--- config.mk ---
export PLATFORM = sky130hd
export DESIGN_NAME = porc_top
export DESIGN_NICKNAME = d
export VERILOG_FILES = /design/src/verilog/porc_pkg.sv /design/src/verilog/porc_delay_timer.sv /design/src/verilog/porc_sync.sv /design/src/verilog/porc_top.sv
export SDC_FILE = /design/constraint.sdc
export NUM_CORES = 1
export LEC_CHECK = 0
export ABC_AREA = 1
export BUFFER_PORTS_ARGS = -buffer_cell sky130_fd_sc_hd__buf_2
export CORE_MARGIN = 2
export CORE_UTILIZATION = 61
export DETAILED_ROUTE_END_ITERATION = 8
export GPL_TIMING_DRIVEN = 0
export HOLD_SLACK_MARGIN = 0.05
export PLACE_DENSITY = 0.94
export SLEW_MARGIN = 20
export SYNTH_ARGS = -nofsm -noshare
export SYNTH_HDL_FRONTEND = slang
export SYNTH_SLANG_ARGS = --single-unit
--- constraint.sdc ---
create_clock -name sys_clk_in -period 5 [get_ports sys_clk_in]
set_input_delay 0.25 -clock sys_clk_in [delete_from_list [all_inputs] [get_ports sys_clk_in]]
set_output_delay 0.25 -clock sys_clk_in [all_outputs]
set_load 0.005 [all_outputs]
--- src/verilog/porc_pkg.sv ---
/*
 * Constants, register map and types for the power-on reset controller.
 * Assumes a 20 MHz system clock and a slow RC oscillator near 32 kHz.
 */
package porc_pkg;
  // System clock and reset pulse timing
  localparam int unsigned SYS_CLK_HZ    = 20_000_000;
  localparam int unsigned RST_PULSE_NS  = 1000;
  localparam int unsigned RST_PULSE_CYC =
    (RST_PULSE_NS * (SYS_CLK_HZ / 1_000_000) + 999) / 1000;
  // Slow oscillator periods per unit of the delay factor
  localparam int unsigned TICKS_PER_UNIT = 4096;
  // Register offsets (byte addresses)
  localparam logic [7:0] OFS_SYS_CTRL  = 8'h00;
  localparam logic [7:0] OFS_CPU_RST   = 8'h04;
  localparam logic [7:0] OFS_PMU_CTRL  = 8'h08;
  localparam logic [7:0] OFS_PIN_SEL   = 8'h0c;
  localparam logic [7:0] OFS_POR_TIMER = 8'h10;
  localparam logic [7:0] OFS_RST_STAT  = 8'h14;
  localparam logic [7:0] OFS_PULL_OVR  = 8'h18;
  localparam logic [7:0] OFS_SCRATCH   = 8'h1c;
  // Key for the processor system-reset request
  localparam logic [31:0] CPU_RST_KEY = 32'h05fa0004;
  // Field positions
  localparam int unsigned SYSC_SOFT_BIT = 0;
  localparam int unsigned SYSC_RC_EN_BIT = 1;
  localparam int unsigned PMU_ROW_BIT   = 0;
  localparam int unsigned PIN_POL_BIT   = 4;
  localparam int unsigned STAT_POR_BIT  = 0;
  localparam int unsigned STAT_HW_BIT   = 1;
  localparam int unsigned STAT_SW_BIT   = 2;
  localparam int unsigned STAT_WAKE_BIT = 3;
  // Values after reset
  localparam logic [6:0] POR_TIME_RST = 7'h18;
  localparam logic [3:0] PIN_SEL_RST  = 4'h0;
  localparam logic       PIN_POL_RST  = 1'b0;
  localparam logic       RC_EN_RST    = 1'b1;
  localparam logic [3:0] STAT_RST     = 4'h1;
  // Reset kind being issued
  typedef enum logic [1:0] {
    PORC_IDLE = 2'b00,
    PORC_POR  = 2'b01,
    PORC_HW   = 2'b10,
    PORC_SW   = 2'b11
  } porc_kind_t;
endpackage

--- src/verilog/porc_delay_timer.sv ---
/*
 * Power-on delay counter: counts slow-oscillator ticks while run is high.
 * Assumes tick is a one-cycle pulse on the system clock.
 */
`timescale 1ns/10ps
module porc_delay_timer #(
  parameter int unsigned FW    = 7,
  parameter int unsigned TICKS = porc_pkg::TICKS_PER_UNIT
) (
  // Clock and reset
  input  wire logic          sys_clk_in,
  input  wire logic          rst_n_in,
  // Control
  input  wire logic          run_in,
  input  wire logic          tick_in,
  input  wire logic [FW-1:0] factor_in,
  // Result
  output logic               expire_out
);
  localparam int unsigned CW = FW + $clog2(TICKS);
  logic [CW-1:0] cnt_ff;
  logic [CW:0]   limit;
  logic          last;

  assign limit = (CW+1)'(factor_in) * (CW+1)'(TICKS);
  assign last  = ((CW+1)'(cnt_ff) + (CW+1)'(1)) >= limit;

  always_ff @(posedge sys_clk_in or negedge rst_n_in) begin
    if (!rst_n_in) begin
      cnt_ff     <= '0;
      expire_out <= 1'b0;
    end else begin
      expire_out <= run_in && tick_in && last;
      if (!run_in || (tick_in && last)) begin
        cnt_ff <= '0;
      end else if (tick_in) begin
        cnt_ff <= cnt_ff + CW'(1);
      end
    end
  end
endmodule

--- src/verilog/porc_sync.sv ---
/*
 * Two-stage synchroniser for a bus of independent levels.
 * Assumes each bit is a slow level; no bus coherence is promised.
 */
`timescale 1ns/10ps
module porc_sync #(
  parameter int unsigned W = 1
) (
  // Clock and reset
  input  wire logic         sys_clk_in,
  input  wire logic         rst_n_in,
  // Levels
  input  wire logic [W-1:0] async_in,
  output logic      [W-1:0] sync_out
);
  logic [W-1:0] meta_ff;

  // First stage read only by the second
  always_ff @(posedge sys_clk_in or negedge rst_n_in) begin
    if (!rst_n_in) begin
      meta_ff  <= '0;
      sync_out <= '0;
    end else begin
      meta_ff  <= async_in;
      sync_out <= meta_ff;
    end
  end
endmodule

--- src/verilog/porc_top.sv ---
/*
 * Power-on reset controller: merges supply monitors, reset pad, a chosen
 * GPIO and software requests into power-on, hardware and software resets.
 * Assumes a 20 MHz system clock, asynchronous pins and a plain register port.
 */
`timescale 1ns/10ps
module porc_top #(
  parameter int unsigned GPIO_N = 12,
  parameter int unsigned SEL_W  = 4,
  parameter int unsigned TICKS  = porc_pkg::TICKS_PER_UNIT
) (
  // Clock and reset
  input  wire logic              sys_clk_in,
  input  wire logic              rst_n_in,
  // Pins and monitors (asynchronous)
  input  wire logic              rst_pad_in,
  input  wire logic [GPIO_N-1:0] gpio_in,
  input  wire logic              slow_rc_clk_in,
  input  wire logic              vdd_ok_in,
  input  wire logic              vbat_high_ok_in,
  input  wire logic              vbat_low_ok_in,
  // Sleep controller (same clock)
  input  wire logic              wake_event_in,
  // Register port
  input  wire logic [7:0]        addr_in,
  input  wire logic [31:0]       wdata_in,
  input  wire logic              wr_in,
  input  wire logic              rd_in,
  output logic      [31:0]       rdata_out,
  // Reset lines and boot
  output logic                   por_rst_out,
  output logic                   hw_rst_out,
  output logic                   sw_rst_out,
  output logic                   boot_req_out,
  // Oscillator and pull control
  output logic                   slow_rc_en_out,
  output logic                   pull_override_out
);
  localparam int unsigned SW_N = GPIO_N + 5;
  localparam logic [7:0] PULSE_LOAD = 8'(porc_pkg::RST_PULSE_CYC - 1);

  logic [SW_N-1:0]      sync_q;
  logic [GPIO_N-1:0]    gpio_s;
  logic                 pad_s, rc_s, sup_ok, tick, gpio_act, src_run, timer_fire, short_press;
  logic                 rc_q_ff, pad_q_ff, pad_spent_ff, rc_en_ff, row_ff, pin_pol_ff;
  logic                 req_por, req_hw, req_sw, wake_hit, key_hit, soft_hit, dom_por, dom_hw, dom_sw;
  porc_pkg::porc_kind_t kind_ff, nxt_kind;
  logic [7:0]           cnt_ff, nxt_cnt;
  logic [SEL_W-1:0]     pin_sel_ff;
  logic [6:0]           por_time_ff;
  logic [3:0]           stat_ff;
  logic [31:0]          scratch_ff;

  // Pins cross into the system clock first
  porc_sync #(.W (SW_N)) u_sync (
    .sys_clk_in (sys_clk_in),
    .rst_n_in   (rst_n_in),
    .async_in   ({vbat_low_ok_in, vbat_high_ok_in, vdd_ok_in,
                  slow_rc_clk_in, gpio_in, rst_pad_in}),
    .sync_out   (sync_q)
  );

  assign pad_s  = sync_q[0];
  assign gpio_s = sync_q[GPIO_N:1];
  assign rc_s   = sync_q[GPIO_N+1];
  assign sup_ok = &sync_q[SW_N-1:GPIO_N+2];

  // Slow oscillator edge gives the count tick
  always_ff @(posedge sys_clk_in or negedge rst_n_in) begin
    if (!rst_n_in) begin
      rc_q_ff <= 1'b0;
    end else begin
      rc_q_ff <= rc_s;
    end
  end
  assign tick = rc_s && !rc_q_ff;

  // Selected pin is only watched, never driven; out-of-range reads inactive
  function automatic logic gpio_pick(input logic [SEL_W-1:0] sel, input logic [GPIO_N-1:0] vec, input logic pol);
    logic hit;
    hit = 1'b0;
    if (sel != '0 && int'(sel) < GPIO_N) begin
      hit = (vec[sel] == pol);
    end
    return hit;
  endfunction
  assign gpio_act = gpio_pick(pin_sel_ff, gpio_s, pin_pol_ff);

  // Pad may expire the timer only once per press
  always_ff @(posedge sys_clk_in or negedge rst_n_in) begin
    if (!rst_n_in) begin
      pad_q_ff     <= 1'b0;
      pad_spent_ff <= 1'b0;
    end else begin
      pad_q_ff <= pad_s;
      if (!pad_s) begin
        pad_spent_ff <= 1'b0;
      end else if (timer_fire) begin
        pad_spent_ff <= 1'b1;
      end
    end
  end

  // Any active source keeps the run going, so overlaps add up
  assign src_run = (gpio_act || (pad_s && !pad_spent_ff)) && !dom_por;

  porc_delay_timer #(.FW (7), .TICKS (TICKS)) u_timer (
    .sys_clk_in (sys_clk_in),
    .rst_n_in   (rst_n_in),
    .run_in     (src_run),
    .tick_in    (tick),
    .factor_in  (por_time_ff),
    .expire_out (timer_fire)
  );

  // Release before expiry means a short press
  assign short_press = pad_q_ff && !pad_s && !pad_spent_ff;
  assign wake_hit    = wake_event_in && row_ff;
  assign key_hit     = wr_in && addr_in == porc_pkg::OFS_CPU_RST && wdata_in == porc_pkg::CPU_RST_KEY;
  assign soft_hit    = wr_in && addr_in == porc_pkg::OFS_SYS_CTRL && wdata_in[porc_pkg::SYSC_SOFT_BIT];

  assign req_por = timer_fire || !sup_ok;
  assign req_hw  = short_press || wake_hit;
  assign req_sw  = key_hit || soft_hit;

  // Power-on beats hardware, hardware beats software
  always_comb begin
    nxt_kind = kind_ff;
    nxt_cnt  = cnt_ff;
    if (req_por) begin
      nxt_kind = porc_pkg::PORC_POR;
      nxt_cnt  = PULSE_LOAD;
    end else if (req_hw && kind_ff != porc_pkg::PORC_POR) begin
      nxt_kind = porc_pkg::PORC_HW;
      nxt_cnt  = PULSE_LOAD;
    end else if (req_sw && kind_ff == porc_pkg::PORC_IDLE) begin
      nxt_kind = porc_pkg::PORC_SW;
      nxt_cnt  = PULSE_LOAD;
    end else if (cnt_ff != 8'h00) begin
      nxt_cnt = cnt_ff - 8'h01;
    end else begin
      nxt_kind = porc_pkg::PORC_IDLE;
    end
  end

  always_ff @(posedge sys_clk_in or negedge rst_n_in) begin
    if (!rst_n_in) begin
      kind_ff <= porc_pkg::PORC_POR;
      cnt_ff  <= PULSE_LOAD;
    end else begin
      kind_ff <= nxt_kind;
      cnt_ff  <= nxt_cnt;
    end
  end

  // Separate lines, each a flip-flop
  always_ff @(posedge sys_clk_in or negedge rst_n_in) begin
    if (!rst_n_in) begin
      por_rst_out  <= 1'b1;
      hw_rst_out   <= 1'b0;
      sw_rst_out   <= 1'b0;
      boot_req_out <= 1'b0;
    end else begin
      por_rst_out  <= nxt_kind == porc_pkg::PORC_POR;
      hw_rst_out   <= nxt_kind == porc_pkg::PORC_HW;
      sw_rst_out   <= nxt_kind == porc_pkg::PORC_SW;
      boot_req_out <= (kind_ff == porc_pkg::PORC_POR || kind_ff == porc_pkg::PORC_HW)
                      && nxt_kind == porc_pkg::PORC_IDLE;
    end
  end

  // Nested scopes of the three lines
  assign dom_por = por_rst_out;
  assign dom_hw  = por_rst_out || hw_rst_out;
  assign dom_sw  = dom_hw || sw_rst_out;

  // Cause latch; a reset of a new kind overwrites the old cause, a retrigger of the same kind keeps it
  always_ff @(posedge sys_clk_in or negedge rst_n_in) begin
    if (!rst_n_in) begin
      stat_ff <= porc_pkg::STAT_RST;
    end else if (nxt_kind != kind_ff && nxt_kind != porc_pkg::PORC_IDLE) begin
      stat_ff <= '0;
      unique case (nxt_kind)
        porc_pkg::PORC_POR: stat_ff[porc_pkg::STAT_POR_BIT] <= 1'b1;
        porc_pkg::PORC_HW: begin
          stat_ff[porc_pkg::STAT_HW_BIT]   <= 1'b1;
          stat_ff[porc_pkg::STAT_WAKE_BIT] <= wake_hit && !short_press;
        end
        porc_pkg::PORC_SW: stat_ff[porc_pkg::STAT_SW_BIT] <= 1'b1;
        porc_pkg::PORC_IDLE: stat_ff <= stat_ff;
      endcase
    end
  end

  // Power-on domain: pin polarity and delay factor; pin select clears on every reset
  always_ff @(posedge sys_clk_in or negedge rst_n_in) begin
    if (!rst_n_in) begin
      pin_sel_ff  <= SEL_W'(porc_pkg::PIN_SEL_RST);
      pin_pol_ff  <= porc_pkg::PIN_POL_RST;
      por_time_ff <= porc_pkg::POR_TIME_RST;
    end else begin
      if (dom_sw) begin
        pin_sel_ff <= SEL_W'(porc_pkg::PIN_SEL_RST);
      end else if (wr_in && addr_in == porc_pkg::OFS_PIN_SEL) begin
        pin_sel_ff <= wdata_in[SEL_W-1:0];
      end
      if (dom_por) begin
        pin_pol_ff  <= porc_pkg::PIN_POL_RST;
        por_time_ff <= porc_pkg::POR_TIME_RST;
      end else begin
        if (wr_in && addr_in == porc_pkg::OFS_PIN_SEL) begin
          pin_pol_ff <= wdata_in[porc_pkg::PIN_POL_BIT];
        end
        if (wr_in && addr_in == porc_pkg::OFS_POR_TIMER) begin
          por_time_ff <= wdata_in[6:0];
        end
      end
    end
  end

  // Hardware domain: system, power and pull control
  always_ff @(posedge sys_clk_in or negedge rst_n_in) begin
    if (!rst_n_in) begin
      rc_en_ff          <= porc_pkg::RC_EN_RST;
      row_ff            <= 1'b0;
      pull_override_out <= 1'b0;
    end else if (dom_hw) begin
      rc_en_ff          <= porc_pkg::RC_EN_RST;
      row_ff            <= 1'b0;
      pull_override_out <= 1'b0;
    end else if (wr_in) begin
      if (addr_in == porc_pkg::OFS_SYS_CTRL) begin
        rc_en_ff <= wdata_in[porc_pkg::SYSC_RC_EN_BIT];
      end
      if (addr_in == porc_pkg::OFS_PMU_CTRL) begin
        row_ff <= wdata_in[porc_pkg::PMU_ROW_BIT];
      end
      if (addr_in == porc_pkg::OFS_PULL_OVR) begin
        pull_override_out <= wdata_in[0];
      end
    end
  end

  // Software domain: general storage
  always_ff @(posedge sys_clk_in or negedge rst_n_in) begin
    if (!rst_n_in) begin
      scratch_ff <= 32'h00000000;
    end else if (dom_sw) begin
      scratch_ff <= 32'h00000000;
    end else if (wr_in && addr_in == porc_pkg::OFS_SCRATCH) begin
      scratch_ff <= wdata_in;
    end
  end

  // Any asserted source overrides a software disable of the oscillator
  always_ff @(posedge sys_clk_in or negedge rst_n_in) begin
    if (!rst_n_in) begin
      slow_rc_en_out <= porc_pkg::RC_EN_RST;
    end else begin
      slow_rc_en_out <= rc_en_ff || pad_s || gpio_act;
    end
  end

  // Read data in the cycle after the strobe only
  always_ff @(posedge sys_clk_in or negedge rst_n_in) begin
    if (!rst_n_in) begin
      rdata_out <= 32'h00000000;
    end else if (rd_in) begin
      unique case (addr_in)
        porc_pkg::OFS_SYS_CTRL:  rdata_out <= {30'h0, rc_en_ff, 1'b0};
        porc_pkg::OFS_PMU_CTRL:  rdata_out <= {31'h0, row_ff};
        porc_pkg::OFS_PIN_SEL:   rdata_out <= {27'h0, pin_pol_ff, 4'(pin_sel_ff)};
        porc_pkg::OFS_POR_TIMER: rdata_out <= {25'h0, por_time_ff};
        porc_pkg::OFS_RST_STAT:  rdata_out <= {28'h0, stat_ff};
        porc_pkg::OFS_PULL_OVR:  rdata_out <= {31'h0, pull_override_out};
        porc_pkg::OFS_SCRATCH:   rdata_out <= scratch_ff;
        default:                 rdata_out <= 32'h00000000;
      endcase
    end else begin
      rdata_out <= 32'h00000000;
    end
  end
endmodule
==> results by group, run 1 <==
Synthesis
  • Async set-reset flop share out of synthesis: 100%
  • Synthesized net count: slightly above 800
  • Synth top area share: 53.0%
  • Sequential-to-total area share from yosys stat: between 50% and 60%
  • Post-synthesis register bit count: 155
  • EDFF count, synth: 0
  • Commonest cells in the netlist: dfrtp_1, inv_1, nor2_1
  • Mapped cell area: 6840 um^2
  • Ranking of synthesized cells by area: dfrtp_1, inv_1, nor2_1, nand2_1, nand3_1
  • Unique masters post-synth: 44
  • Post-synthesis cell count: 753
  • Largest area contributor in the netlist: dfrtp_1
  • Most frequent cell after synthesis: dfrtp_1
  • Commonest register cell after synthesis: dfrtp_1
  • Synth Area per Inst: between 9 and 10 um^2
  • Yosys warning count: 0

Route
  • Routed length per placed instance: about 18 um
  • Via count: 6436
  • DRT iter0 DRCs: between 900 and 1000
  • Post-route antenna net violation count: 0
  • Router iterations before antenna repair: 8
  • DRC Markers: 0
  • WL final: 19900 um
  • Average vias per placed instance: roughly 6.0

Power
  • Switching fraction of total power: 22.6%
  • Clock share of power: between 40% and 50%
  • Logic pwr share: about 4.8%
  • Cell leakage power: between 0.004 and 0.005 uW
  • NetSw: between 600 and 700 uW
  • Internal power: around 2100 uW
  • Sequential Power Share: approximately 48%
  • Pwr/cell area: a little over 300 nW/um^2
  • VDD IR max: between 200 and 300 uV

Global route
  • Gr usage total: between 30% and 40%
  • Largest net degree at the start of global routing: 93
  • Initial antenna violation count: 1
  • Vias in the first global route: ~6300
  • GR Overflow Total: 0
  • First-pass GRT wire length: 31500 um

STA
  • Setup TNS: 0 ns
  • Final Hold Vio Count: 0
  • Fin crit period: roughly 3.2 ns
  • F_max: around 310 MHz
  • Worst-Margin Slew: 0.634 ns
  • Slew Viols, Final: 0
  • Layout Skew: 0.0192 ns
  • Fin crit share: ~65%
  • Endpoints failing setup: 0
  • RSZ-0062 raised after global routing: false
  • Slew HR: a little under three fifths

Outcome
  • Status: finished clean

Clock tree
  • Post-cts resize count: 0
  • Clock Tree Root: clkbuf_8
  • Clk buf depth: 2
  • Clock sinks: between 150 and 200
  • Post-CTS Setup Inserts: 0
  • CTS tree: built
  • Num CTS Buffers: 17
  • Worst-path clk slew: ~0.06 ns
  • H-tree Lvls: 4
  • Later-pin clock latency in the skew report: approximately 0.55 ns

Layout
  • Nets: 995
  • Non-Filler Instances: approximately 1100
  • Layout cells sized above 1: roughly a fifth
  • Area Growth Syn to Fin: 26.0%

Floorplanning
  • Die X: 110 um
  • DIE AREA: between 10000 and 15000 um^2
  • Die Y: between 100 and 150 um
  • I/O pins: 100
  • Rows: 38
  • Area of the core: roughly 11000 um^2
  • Initial Util: a little over three fifths

Worst setup path
  • Reg2reg start: u_timer.cnt_ff[0]
  • Crit path kind: reg -> reg
  • Worst Path Required: 5.42 ns
  • Critical Path AT: around 3.7 ns
  • Crit Path Max Fanout: 10
  • CP Launch Type: flip-flop
  • Crit path from: u_timer.cnt_ff[0]
  • Crit path capture type: flip-flop

Place
  • Placed insts: 993
  • GPL Wtd Cong: about 0.94
  • # port buffers: slightly below 100
  • DP HPWL: 10900 um

Job
  • Max Cap Viol: 0

Hold path
  • Hold Path Class: in -> reg
  • HP Start: wdata_in[4]
[stage by stage]
stage / utilization (%) / setup WS, ns / power [uW] / hold WS (ns) / cell area [um^2]
floorplan: - / 2.39 / 1320 / -0.0456 / 6840
global placement: 69.0 / 1.58 / 1380 / 0.331 / 7510
detailed placement: 69.4 / 1.96 / 1390 / 0.215 / 7550
CTS: 79.2 / 1.91 / 2640 / 0.0597 / 8620
global route: 79.2 / 1.52 / 2730 / 0.0783 / 8620
finish: 79.2 / 1.77 / 2660 / 0.0896 / 8620
[power groups by stage]
stage | Sequential (uW) | Clock, uW | Combinational, uW
CTS | 1270 | 1250 | 122
floorplan | 1300 | 0 | 25.6
global route | 1280 | 1320 | 139
detailed placement | 1300 | 0 | 89.9
global placement | 1300 | 0 | 83.9
finish | 1270 | 1260 | 127
[final timing paths]
| check | endpoint | slack, ns | depth (start not counted) |
|---|---|---|---|
| worst max register to register | u_timer.cnt_ff[13] | 1.77 | 19 |
| min in group asynchronous | rdata_out[12] | 0.23 | 2 |
| worst min register to register | u_sync.sync_out[2] | 0.35 | 0 |
| worst min-delay path | por_time_ff[4] | 0.09 | 3 |
| worst max-delay path | u_timer.cnt_ff[13] | 1.77 | 19 |
| max in group asynchronous | por_time_ff[3] | 3.92 | 3 |
[timing repair]
action                     4_1_cts  5_1_grt
hold endpoints to repair       115        0
setup endpoints to repair        0        0
hold buffers                    50        0
[registers in the layout, summed over array words and instances (netlist names), 2 cells and up]
name,count
por_time_ff,7
cnt_ff,8
scratch_ff,32
rdata_out,32
kind_ff,2
u_timer.cnt_ff,19
u_sync.sync_out,17
stat_ff,4
pin_sel_ff,4
u_sync.meta_ff,17
[placed cells by master (no fill, tap or decap), drive strengths merged, types with 2 or more instances in the layout]
master       count
a211oi           3
a21oi           13
a221oi           2
a22oi            2
a31oi            6
buf            113
bufinv           2
clkbuf          29
clkinv           6
clkinvlp         2
dfrtp          145
dfstp           10
dlygate4sd3     50
ha              11
inv            122
mux2i            2
nand2          106
nand3           76
nand4           29
nor2           113
nor3             4
o211ai           2
o21ai           41
o22ai           21
or2              3
xnor2            4
xor2            10
[layer usage]
metal / up-vias / GRT usage [%] / share of wire [%]
met5: - / 0 / 0
li1: 2794 / - / -
met4: 0 / 23.8 / 8.0
met1: 2990 / 43.3 / 34
met2: 513 / 55.8 / 47
met3: 139 / 9.60 / 11
[kinds of logic (layout without fill, tap and decap cells)]
family | Yosys count | count (layout) | synth area share [%]
AOI/OAI and AO/OA | 96 | 96 | 8.30
xor gates and xnor gates | 14 | 14 | 1.79
adders and majority gates | 11 | 11 | 2.01
buffers and inverters | 142 | 324 | 8.50
DFF | 155 | 155 | 56.9
muxes | 2 | 2 | 0.293
other | 0 | 1 | 0
and+or+nand+nor | 333 | 333 | 22.2
[final cells by class]
type / count / area, um^2
clock inverter: 10 / 116
inverter: 122 / 458
timing repair buffer: 150 / 1030
sequential: 155 / 3890
multi-input combinational: 456 / 2370
clock buffer: 22 / 453
buffer: 20 / 124
tap: 140 / 175
fill: 609 / 2260
antenna: 1 / 2.50
[critical path: stages (launching register included)]
cell and delay (ns):
dfrtp_1 0.45, ha_1 0.28, nand3_2 0.14, nor2_2 0.16
nand3_1 0.12, nor2_2 0.25, nand2_1 0.13, xor2_1 0.22
inv_1 0.06, ha_1 0.27, nand4_1 0.09, nor2_1 0.14
nand3_1 0.09, nor2_1 0.13, nand3_1 0.10, nor2_2 0.10
nor2_2 0.06, buf_6 0.14, nand4_1 0.10, nand2_1 0.08
(Power assumes the default switching activity.)
==> run 2, diff against run 1 <==
Settings changed: ABC_AREA 1 to 0, CORE_UTILIZATION 61 to 51, PLACE_DENSITY 0.94 to 0.85.
Clock period 5 ns to 2.6 ns, I/O delays scaled along.
==> results by group, run 2 <==
Worst setup path
  • Worst Path Required: 2.90 ns (was 5.42 ns)
  • Crit-path cells: buf_6 > nand4_1 > or3_4 > nor2_4 > nand3_4 > xnor2_4 > ha_4 > nand3_4 > nor2_2 > nand4_1 > a2111oi_4 > nor3_4 > buf_12 > buf_8 > nand3b_1 > a21oi_1 (was ha_1 > nand3_2 > nor2_2 > nand3_1 > nor2_2 > nand2_1 > xor2_1 > inv_1 > ha_1 > nand4_1 > nor2_1 > nand3_1 > nor2_1 > nand3_1 > nor2_2 > nor2_2 > buf_6 > nand4_1 > nand2_1)
  • Crit Path Max Fanout: 10 (unchanged)
  • Setup slack, reg-to-reg: -0.64 ns (was 1.77 ns)
  • Critical Path AT: 3.54 ns (was 3.65 ns)
  • Slowest cell on the critical path: or3_4 (was dfrtp_1)
  • Crit path capture type: flip-flop (unchanged)
  • Slowest stage delay, CP: 0.41 ns (was 0.45 ns)
  • Crit path kind: reg -> reg (unchanged)
  • CP Launch Type: flip-flop (unchanged)

Layout
  • Commonest non-fill, non-tap cell in the layout: dfrtp_1 (unchanged)
  • Area Growth Syn to Fin: 33.2% (was 26.0%)
  • Layout cells sized above 1: 28.8% (was 19.5%)
  • Nets: 846 (was 995)
  • Antenna diodes: 0 (was 1)
  • Largest registers: rdata_out (32), scratch_ff (32), u_timer.cnt_ff (19) (unchanged)
  • Non-Filler Instances: 958 (was 1076)
  • Most frequent cells in the layout: dfrtp_1, buf_2, dlygate4sd3_1 (was dfrtp_1, inv_1, buf_2)
  • Final Core Density: 69.8% (was 79.2%)

STA
  • Slew HR: 44.2% (was 57.3%)
  • F_max: 308 MHz (was 310 MHz)
  • Final Hold Slack: 0.159 ns (was 0.0896 ns)
  • Final Hold Vio Count: 0 (unchanged)
  • Slew Viols, Final: 0 (unchanged)
  • Endpoints failing setup: 20 (was 0)
  • Setup TNS: -12.18 ns (was 0 ns)
  • Final setup margin: -0.642 ns (was 1.77 ns)
  • Worst-Margin Slew: 0.829 ns (was 0.634 ns)
  • Layout Skew: 0.0158 ns (was 0.0192 ns)
  • RSZ-0062 raised after global routing: true (was false)
  • Fin crit period: 3.24 ns (was 3.23 ns)
  • Fin crit share: 125% (was 64.6%)

Route
  • WL final: 18500 um (was 19900 um)
  • DRT iter0 DRCs: 704 (was 912)
  • Via count: 5709 (was 6436)
  • Routed length per placed instance: 19.3 um (was 18.5 um)
  • DRC Markers: 0 (unchanged)
  • Router iterations before antenna repair: 6 (was 8)
  • Average vias per placed instance: 5.96 (was 5.98)
  • Post-route antenna net violation count: 0 (unchanged)

Synthesis
  • Largest area contributor in the netlist: dfrtp_1 (unchanged)
  • Synth top area share: 54.4% (was 53.0%)
  • Largest family of logic cells by synthesized area: simple AND/OR/NAND/NOR gates (unchanged)
  • Most frequent cell after synthesis: dfrtp_1 (unchanged)
  • Unique masters post-synth: 64 (was 44)
  • Post-synthesis cell count: 583 (was 753)
  • Commonest register cell after synthesis: dfrtp_1 (unchanged)
  • Commonest cells in the netlist: dfrtp_1, nand2_1, nor2_1 (was dfrtp_1, inv_1, nor2_1)
  • Sequential-to-total area share from yosys stat: 58.3% (was 56.9%)
  • Async set-reset flop share out of synthesis: 100% (unchanged)
  • Adder-cell share of the synthesized area: 2.06% (was 2.01%)
  • Synth Area per Inst: 11.4 um^2 (was 9.09 um^2)
  • Synth Area in Simple Gates: 18.8% (was 22.2%)
  • EDFF count, synth: 0 (unchanged)
  • Mux contribution to synthesized area: 4.03% (was 0.293%)
  • Ranking of synthesized cells by area: dfrtp_1, a22o_1, dfstp_2, and3_1, nand2_1 (was dfrtp_1, inv_1, nor2_1, nand2_1, nand3_1)
  • Synthesized net count: 656 (was 826)
  • Post-synthesis register bit count: 155 (unchanged)
  • Post-synthesis compound-gate area fraction: 11.6% (was 8.30%)
  • Synth Area in XOR/XNOR: 1.97% (was 1.79%)
  • Mapped cell area: 6670 um^2 (was 6840 um^2)
  • Yosys warning count: 0 (unchanged)

Place
  • Placed insts: 853 (was 993)
  • # port buffers: 97 (was 99)
  • Pre-CTS WS: -0.711 ns (was 1.96 ns)
  • DP HPWL: 10500 um (was 10900 um)
  • GPL Wtd Cong: 0.920 (was 0.941)

Power
  • Cell leakage power: 0.00420 uW (was 0.00424 uW)
  • Pwr/cell area: 575 nW/um^2 (was 309 nW/um^2)
  • VDD IR max: 868 uV (was 297 uV)

Clock tree
  • H-tree Lvls: 4 (unchanged)
  • Num CTS Buffers: 17 (unchanged)
  • Clk buf depth: 2 (unchanged)
  • CTS tree: built (unchanged)
  • Clock sinks: 155 (unchanged)
  • Clock Tree Root: clkbuf_16 (was clkbuf_8)
  • Later-pin clock latency in the skew report: 0.43 ns (was 0.55 ns)
  • Worst-path clk slew: 0.06 ns (about the same)

Global route
  • Vias in the first global route: 5606 (was 6305)
  • Initial antenna violation count: 0 (was 1)
  • Largest net degree at the start of global routing: 106 (was 93)
  • GR Overflow Total: 0 (unchanged)
  • First-pass GRT wire length: 28900 um (was 31500 um)
  • Gr usage total: 26.4% (was 35.7%)

Floorplanning
  • Die Y: 118 um (was 110 um)
  • DIE AREA: 14000 um^2 (was 12100 um^2)
  • Die X: 118 um (was 110 um)
  • I/O pins: 100 (unchanged)
  • Initial Util: 52.4% (was 62.8%)
  • Area of the core: 12700 um^2 (was 10900 um^2)
  • Rows: 41 (was 38)

Job
  • Max Cap Viol: 0 (unchanged)

Outcome
  • Status: finished with violations (was finished clean)
  • Violated checks: setup timing

Hold path
  • Hold Path Class: in -> reg (unchanged)
[run 2: metrics by stage]
step / total power, uW / cell area [um^2]
after floorplan: 2530 / 6710
after global placement: 2650 / 7410
after detailed placement: 2670 / 7450
after CTS: 5090 / 8670
after global routing: 5250 / 8880
final: 5110 / 8880
[run 2: critical path, delay by kind of cell, from the launching register on]
family	cells	cell delay, ns
xor gates and xnor gates	1	0.17
AOI/OAI and AO/OA	2	0.44
DFF	1	0.34
adders and majority gates	1	0.30
and+or+nand+nor	9	1.44
buffers and inverters	3	0.41
[run 2: layout make-up]
class,instances,area (um^2)
plain buffers,32,176
multi-input cells,381,2750
flip-flops and latches,155,3900
inverters,14,52.6
repair buffers,172,1220
clock buffers,22,454
clock inverters,10,115
fillers,867,3840
well taps,172,215
[run 2: kinds of logic (layout without fill, tap and decap cells)]
| logic type | Yosys count | after routing |
|---|---|---|
| adder cells (fa/ha/maj) | 11 | 11 |
| flip-flops | 155 | 155 |
| AO/OA/AOI/OAI | 102 | 102 |
| AND/OR/NAND/NOR | 231 | 231 |
| buffers and inverters | 47 | 250 |
| XOR/XNOR | 15 | 15 |
| multiplexers | 22 | 22 |
[run 2: what timing repair did]
action,CTS,global route
resized for setup,11,28
pin swaps,13,17
buffers inserted,11,14
hold buffers,51,0
endpoints found under the setup margin,20,25
hold endpoints to repair,106,0
[run 2: final timing paths]
kind	from	end	cells past startpoint
setup reg to reg	u_timer.cnt_ff[7]	u_timer.cnt_ff[12]	16
max in group asynchronous	rst_n_in	u_timer.cnt_ff[3]	3
min in group asynchronous	rst_n_in	u_sync.meta_ff[10]	2
hold / removal	addr_in[6]	rc_en_ff	5
setup / recovery	u_timer.cnt_ff[7]	u_timer.cnt_ff[12]	16
hold reg to reg	u_sync.meta_ff[4]	u_sync.sync_out[4]	0
[run 2: where the power goes]
part / internal, uW / leakage (uW) / switching, uW
sequential: 2440 / 0.00203 / 8.35
combinational: 107 / 0.00189 / 134
clock: 1440 / 0.000271 / 975
total: 3990 / 0.00420 / 1120
[run 2: layer usage]
| layer | routed length [um] | vias to the layer above | share of wire (%) | GRT usage [%] |
|---|---|---|---|---|
| li1 | - | 2500 | - | - |
| met1 | 7070 | 2787 | 38 | 34.1 |
| met2 | 8870 | 332 | 48 | 40.6 |
| met3 | 1580 | 90 | 8.5 | 6.52 |
| met4 | 993 | 0 | 5.4 | 15.3 |
| met5 | 0 | - | 0 | 0 |
==> run 3, diff against run 2 <==
Settings changed: CELL_PAD_IN_SITES_DETAIL_PLACEMENT from default to 1, CELL_PAD_IN_SITES_GLOBAL_PLACEMENT from default to 2, CORE_UTILIZATION 51 to 40, PLACE_DENSITY 0.85 to 0.94.
Clock period 2.6 ns to 3.9 ns, I/O delays scaled along.
==> results by group, run 3 (same netlist as run 2, synthesis figures left out) <==
Route
  • Router iterations before antenna repair: 4 (was 6)
  • Average vias per placed instance: 5.52 (was 5.96)
  • DRT iter0 DRCs: 374 (was 704)
  • WL final: 19200 um (was 18500 um)
  • Via count: 5401 (was 5709)
  • Post-route antenna net violation count: 0 (unchanged)
  • Routed length per placed instance: 19.7 um (was 19.3 um)
  • DRC Markers: 0 (unchanged)

Floorplanning
  • Rows: 47 (was 41)
  • Die Y: 133 um (was 118 um)
  • Die X: 133 um (was 118 um)
  • Initial Util: 40.5% (was 52.4%)
  • DIE AREA: 17700 um^2 (was 14000 um^2)
  • Area of the core: 16500 um^2 (was 12700 um^2)
  • I/O pins: 100 (unchanged)

Worst setup path
  • Worst Path Required: 4.25 ns (was 2.90 ns)
  • Crit path from: u_timer.cnt_ff[7] (unchanged)
  • Slowest stage delay, CP: 0.51 ns (was 0.41 ns)
  • Worst reg2reg path endpoint: u_timer.cnt_ff[17] (was u_timer.cnt_ff[12])
  • Slowest cell on the critical path: nor3_4 (was or3_4)
  • Critical Path AT: 3.93 ns (was 3.54 ns)
  • Reg2reg start: u_timer.cnt_ff[7] (unchanged)
  • Crit-path cells: buf_2 > nand4_1 > or3_4 > nor2_2 > nand3_1 > xnor2_1 > ha_1 > a21o_1 > a21oi_1 > o31ai_2 > nor3_4 > buf_6 > nand3_1 > a21oi_1 (was buf_6 > nand4_1 > or3_4 > nor2_4 > nand3_4 > xnor2_4 > ha_4 > nand3_4 > nor2_2 > nand4_1 > a2111oi_4 > nor3_4 > buf_12 > buf_8 > nand3b_1 > a21oi_1)
  • Crit Path Max Fanout: 10 (unchanged)
  • Crit path capture type: flip-flop (unchanged)
  • CP Launch Type: flip-flop (unchanged)
  • R2R depth: 14 (was 16)
  • CP endpoint: u_timer.cnt_ff[17] (was u_timer.cnt_ff[12])
  • Setup slack, reg-to-reg: 0.32 ns (was -0.64 ns)
  • Crit path kind: reg -> reg (unchanged)

Clock tree
  • Clock sinks: 155 (unchanged)
  • Post-CTS Setup Inserts: 0 (was 11)
  • Clock Tree Root: clkbuf_16 (unchanged)
  • CTS tree: built (unchanged)
  • Worst-path clk slew: 0.07 ns (was 0.06 ns)
  • H-tree Lvls: 4 (unchanged)
  • Post-cts resize count: 0 (was 11)
  • Later-pin clock latency in the skew report: 0.43 ns (about the same)
  • Clk buf depth: 2 (unchanged)
  • Num CTS Buffers: 17 (unchanged)
  • Post-CTS Hold Fix Bufs: 44 (was 51)

Outcome
  • Status: finished clean (was finished with violations)

Global route
  • Largest net degree at the start of global routing: 93 (was 106)
  • Vias in the first global route: 5750 (was 5606)
  • GR Overflow Total: 0 (unchanged)
  • First-pass GRT wire length: 30400 um (was 28900 um)
  • Gr usage total: 22.3% (was 26.4%)
  • Initial antenna violation count: 1 (was 0)

Layout
  • Layout cells sized above 1: 23.4% (was 28.8%)
  • Register area: 3890 um^2 (was 3900 um^2)
  • Commonest non-fill, non-tap cell in the layout: dfrtp_1 (unchanged)
  • Multi-input logic area: 2570 um^2 (was 2750 um^2)
  • Most frequent cells in the layout: dfrtp_1, buf_2, nand2_1 (was dfrtp_1, buf_2, dlygate4sd3_1)
  • Nets: 817 (was 846)
  • Non-Filler Instances: 978 (was 958)
  • Area Growth Syn to Fin: 27.4% (was 33.2%)
  • Fillers: 1811 (was 867)
  • Largest registers: rdata_out (32), scratch_ff (32), u_timer.cnt_ff (19) (unchanged)

STA
  • Fin crit share: 91.9% (was 125%)
  • Layout Skew: 0.00942 ns (was 0.0158 ns)
  • Endpoints failing setup: 0 (was 20)
  • Final Hold Vio Count: 0 (unchanged)
  • Final setup margin: 0.316 ns (was -0.642 ns)
  • Setup TNS: 0 ns (was -12.18 ns)
  • F_max: 279 MHz (was 308 MHz)
  • Worst-Margin Slew: 0.985 ns (was 0.829 ns)
  • Fin crit period: 3.58 ns (was 3.24 ns)
  • Slew HR: 33.7% (was 44.2%)
  • Slew Viols, Final: 0 (unchanged)
  • RSZ-0062 raised after global routing: false (was true)

Place
  • # port buffers: 97 (unchanged)
  • DP HPWL: 12600 um (was 10500 um)
  • Pre-CTS WS: 0.327 ns (was -0.711 ns)
  • Placed insts: 901 (was 853)
  • GPL Wtd Cong: 0.845 (was 0.920)

Power
  • Pwr/cell area: 403 nW/um^2 (was 575 nW/um^2)
  • VDD IR max: 301 uV (was 868 uV)
  • Clock share of power: 47.8% (was 47.3%)
  • Switching fraction of total power: 24.3% (was 21.9%)
  • Cell leakage power: 0.00399 uW (was 0.00420 uW)
  • Total power: 3430 uW (was 5110 uW)
  • Internal power: 2600 uW (was 3990 uW)
  • NetSw: 834 uW (was 1120 uW)
  • Sequential Power Share: 47.6% (was 48.0%)
  • Logic pwr share: 4.5% (was 4.7%)

Hold path
  • Hold Path Class: in -> reg (unchanged)
  • HP Start: wdata_in[6] (was addr_in[6])

Job
  • Max Cap Viol: 0 (unchanged)
[run 3: cell count changes in the layout (fill, tap and decap cells not counted), sizes merged]
cell | previous run | this run
inv | 16 | 19
clkbuf | 41 | 38
dlygate4sd3 | 51 | 44
diode | 0 | 1
bufinv | 2 | 1
buf | 134 | 110
clkinvlp | 3 | 5
clkinv | 3 | 4
[run 3: layout make-up]
class                   count  area share, %
flip-flops and latches    155           45.8
multi-input cells         381           30.2
repair buffers            142           11.3
clock buffers              17           5.00
well taps                 220           3.24
clock inverters            15           1.90
plain buffers              33           1.85
inverters                  14          0.618
diodes                      1         0.0294
[run 3: metrics by stage]
step,utilization (%),hold WS (ns),area (um^2)
floorplan,-,-0.101,6670
CTS,51.6,0.0503,8500
global placement,45.1,0.303,7430
detailed placement,45.4,0.165,7470
global route,51.6,0.0706,8500
finish,51.6,0.0619,8500
[run 3: how the worst min path moves through the flow]
stage                              to  slack [ns]  cells after the start
detailed placement          cnt_ff[3]        0.16                      1
floorplan                boot_req_out       -0.10                      0
global route            scratch_ff[6]        0.07                      2
CTS                     scratch_ff[6]        0.05                      2
finish                  scratch_ff[6]        0.06                      2
global placement    u_sync.meta_ff[4]        0.30                      1
[run 3: layer usage]
metal | GRT usage, % | wire [um] | up-vias
met3 | 4.76 | 907 | 55
met5 | 0 | 0 | -
met4 | 11.4 | 827 | 0
met2 | 36.8 | 9460 | 159
met1 | 27.8 | 8050 | 2746
li1 | - | - | 2441
[run 3: power by group through the flow]
stage	clock (uW)	sequential (uW)	combinational (uW)
finish	1640	1630	156
global route	1730	1630	170
CTS	1660	1630	154
detailed placement	0	1660	119
global placement	0	1660	111
floorplan	0	1660	27.6
[run 3: worst max-delay path, delay by kind of cell (launching register included)]
family,cells,cell delay [ns]
and+or+nand+nor,6,1.57
adders and majority gates,1,0.29
AOI/OAI and AO/OA,4,0.68
buffers and inverters,2,0.41
DFF,1,0.32
xor gates and xnor gates,1,0.23
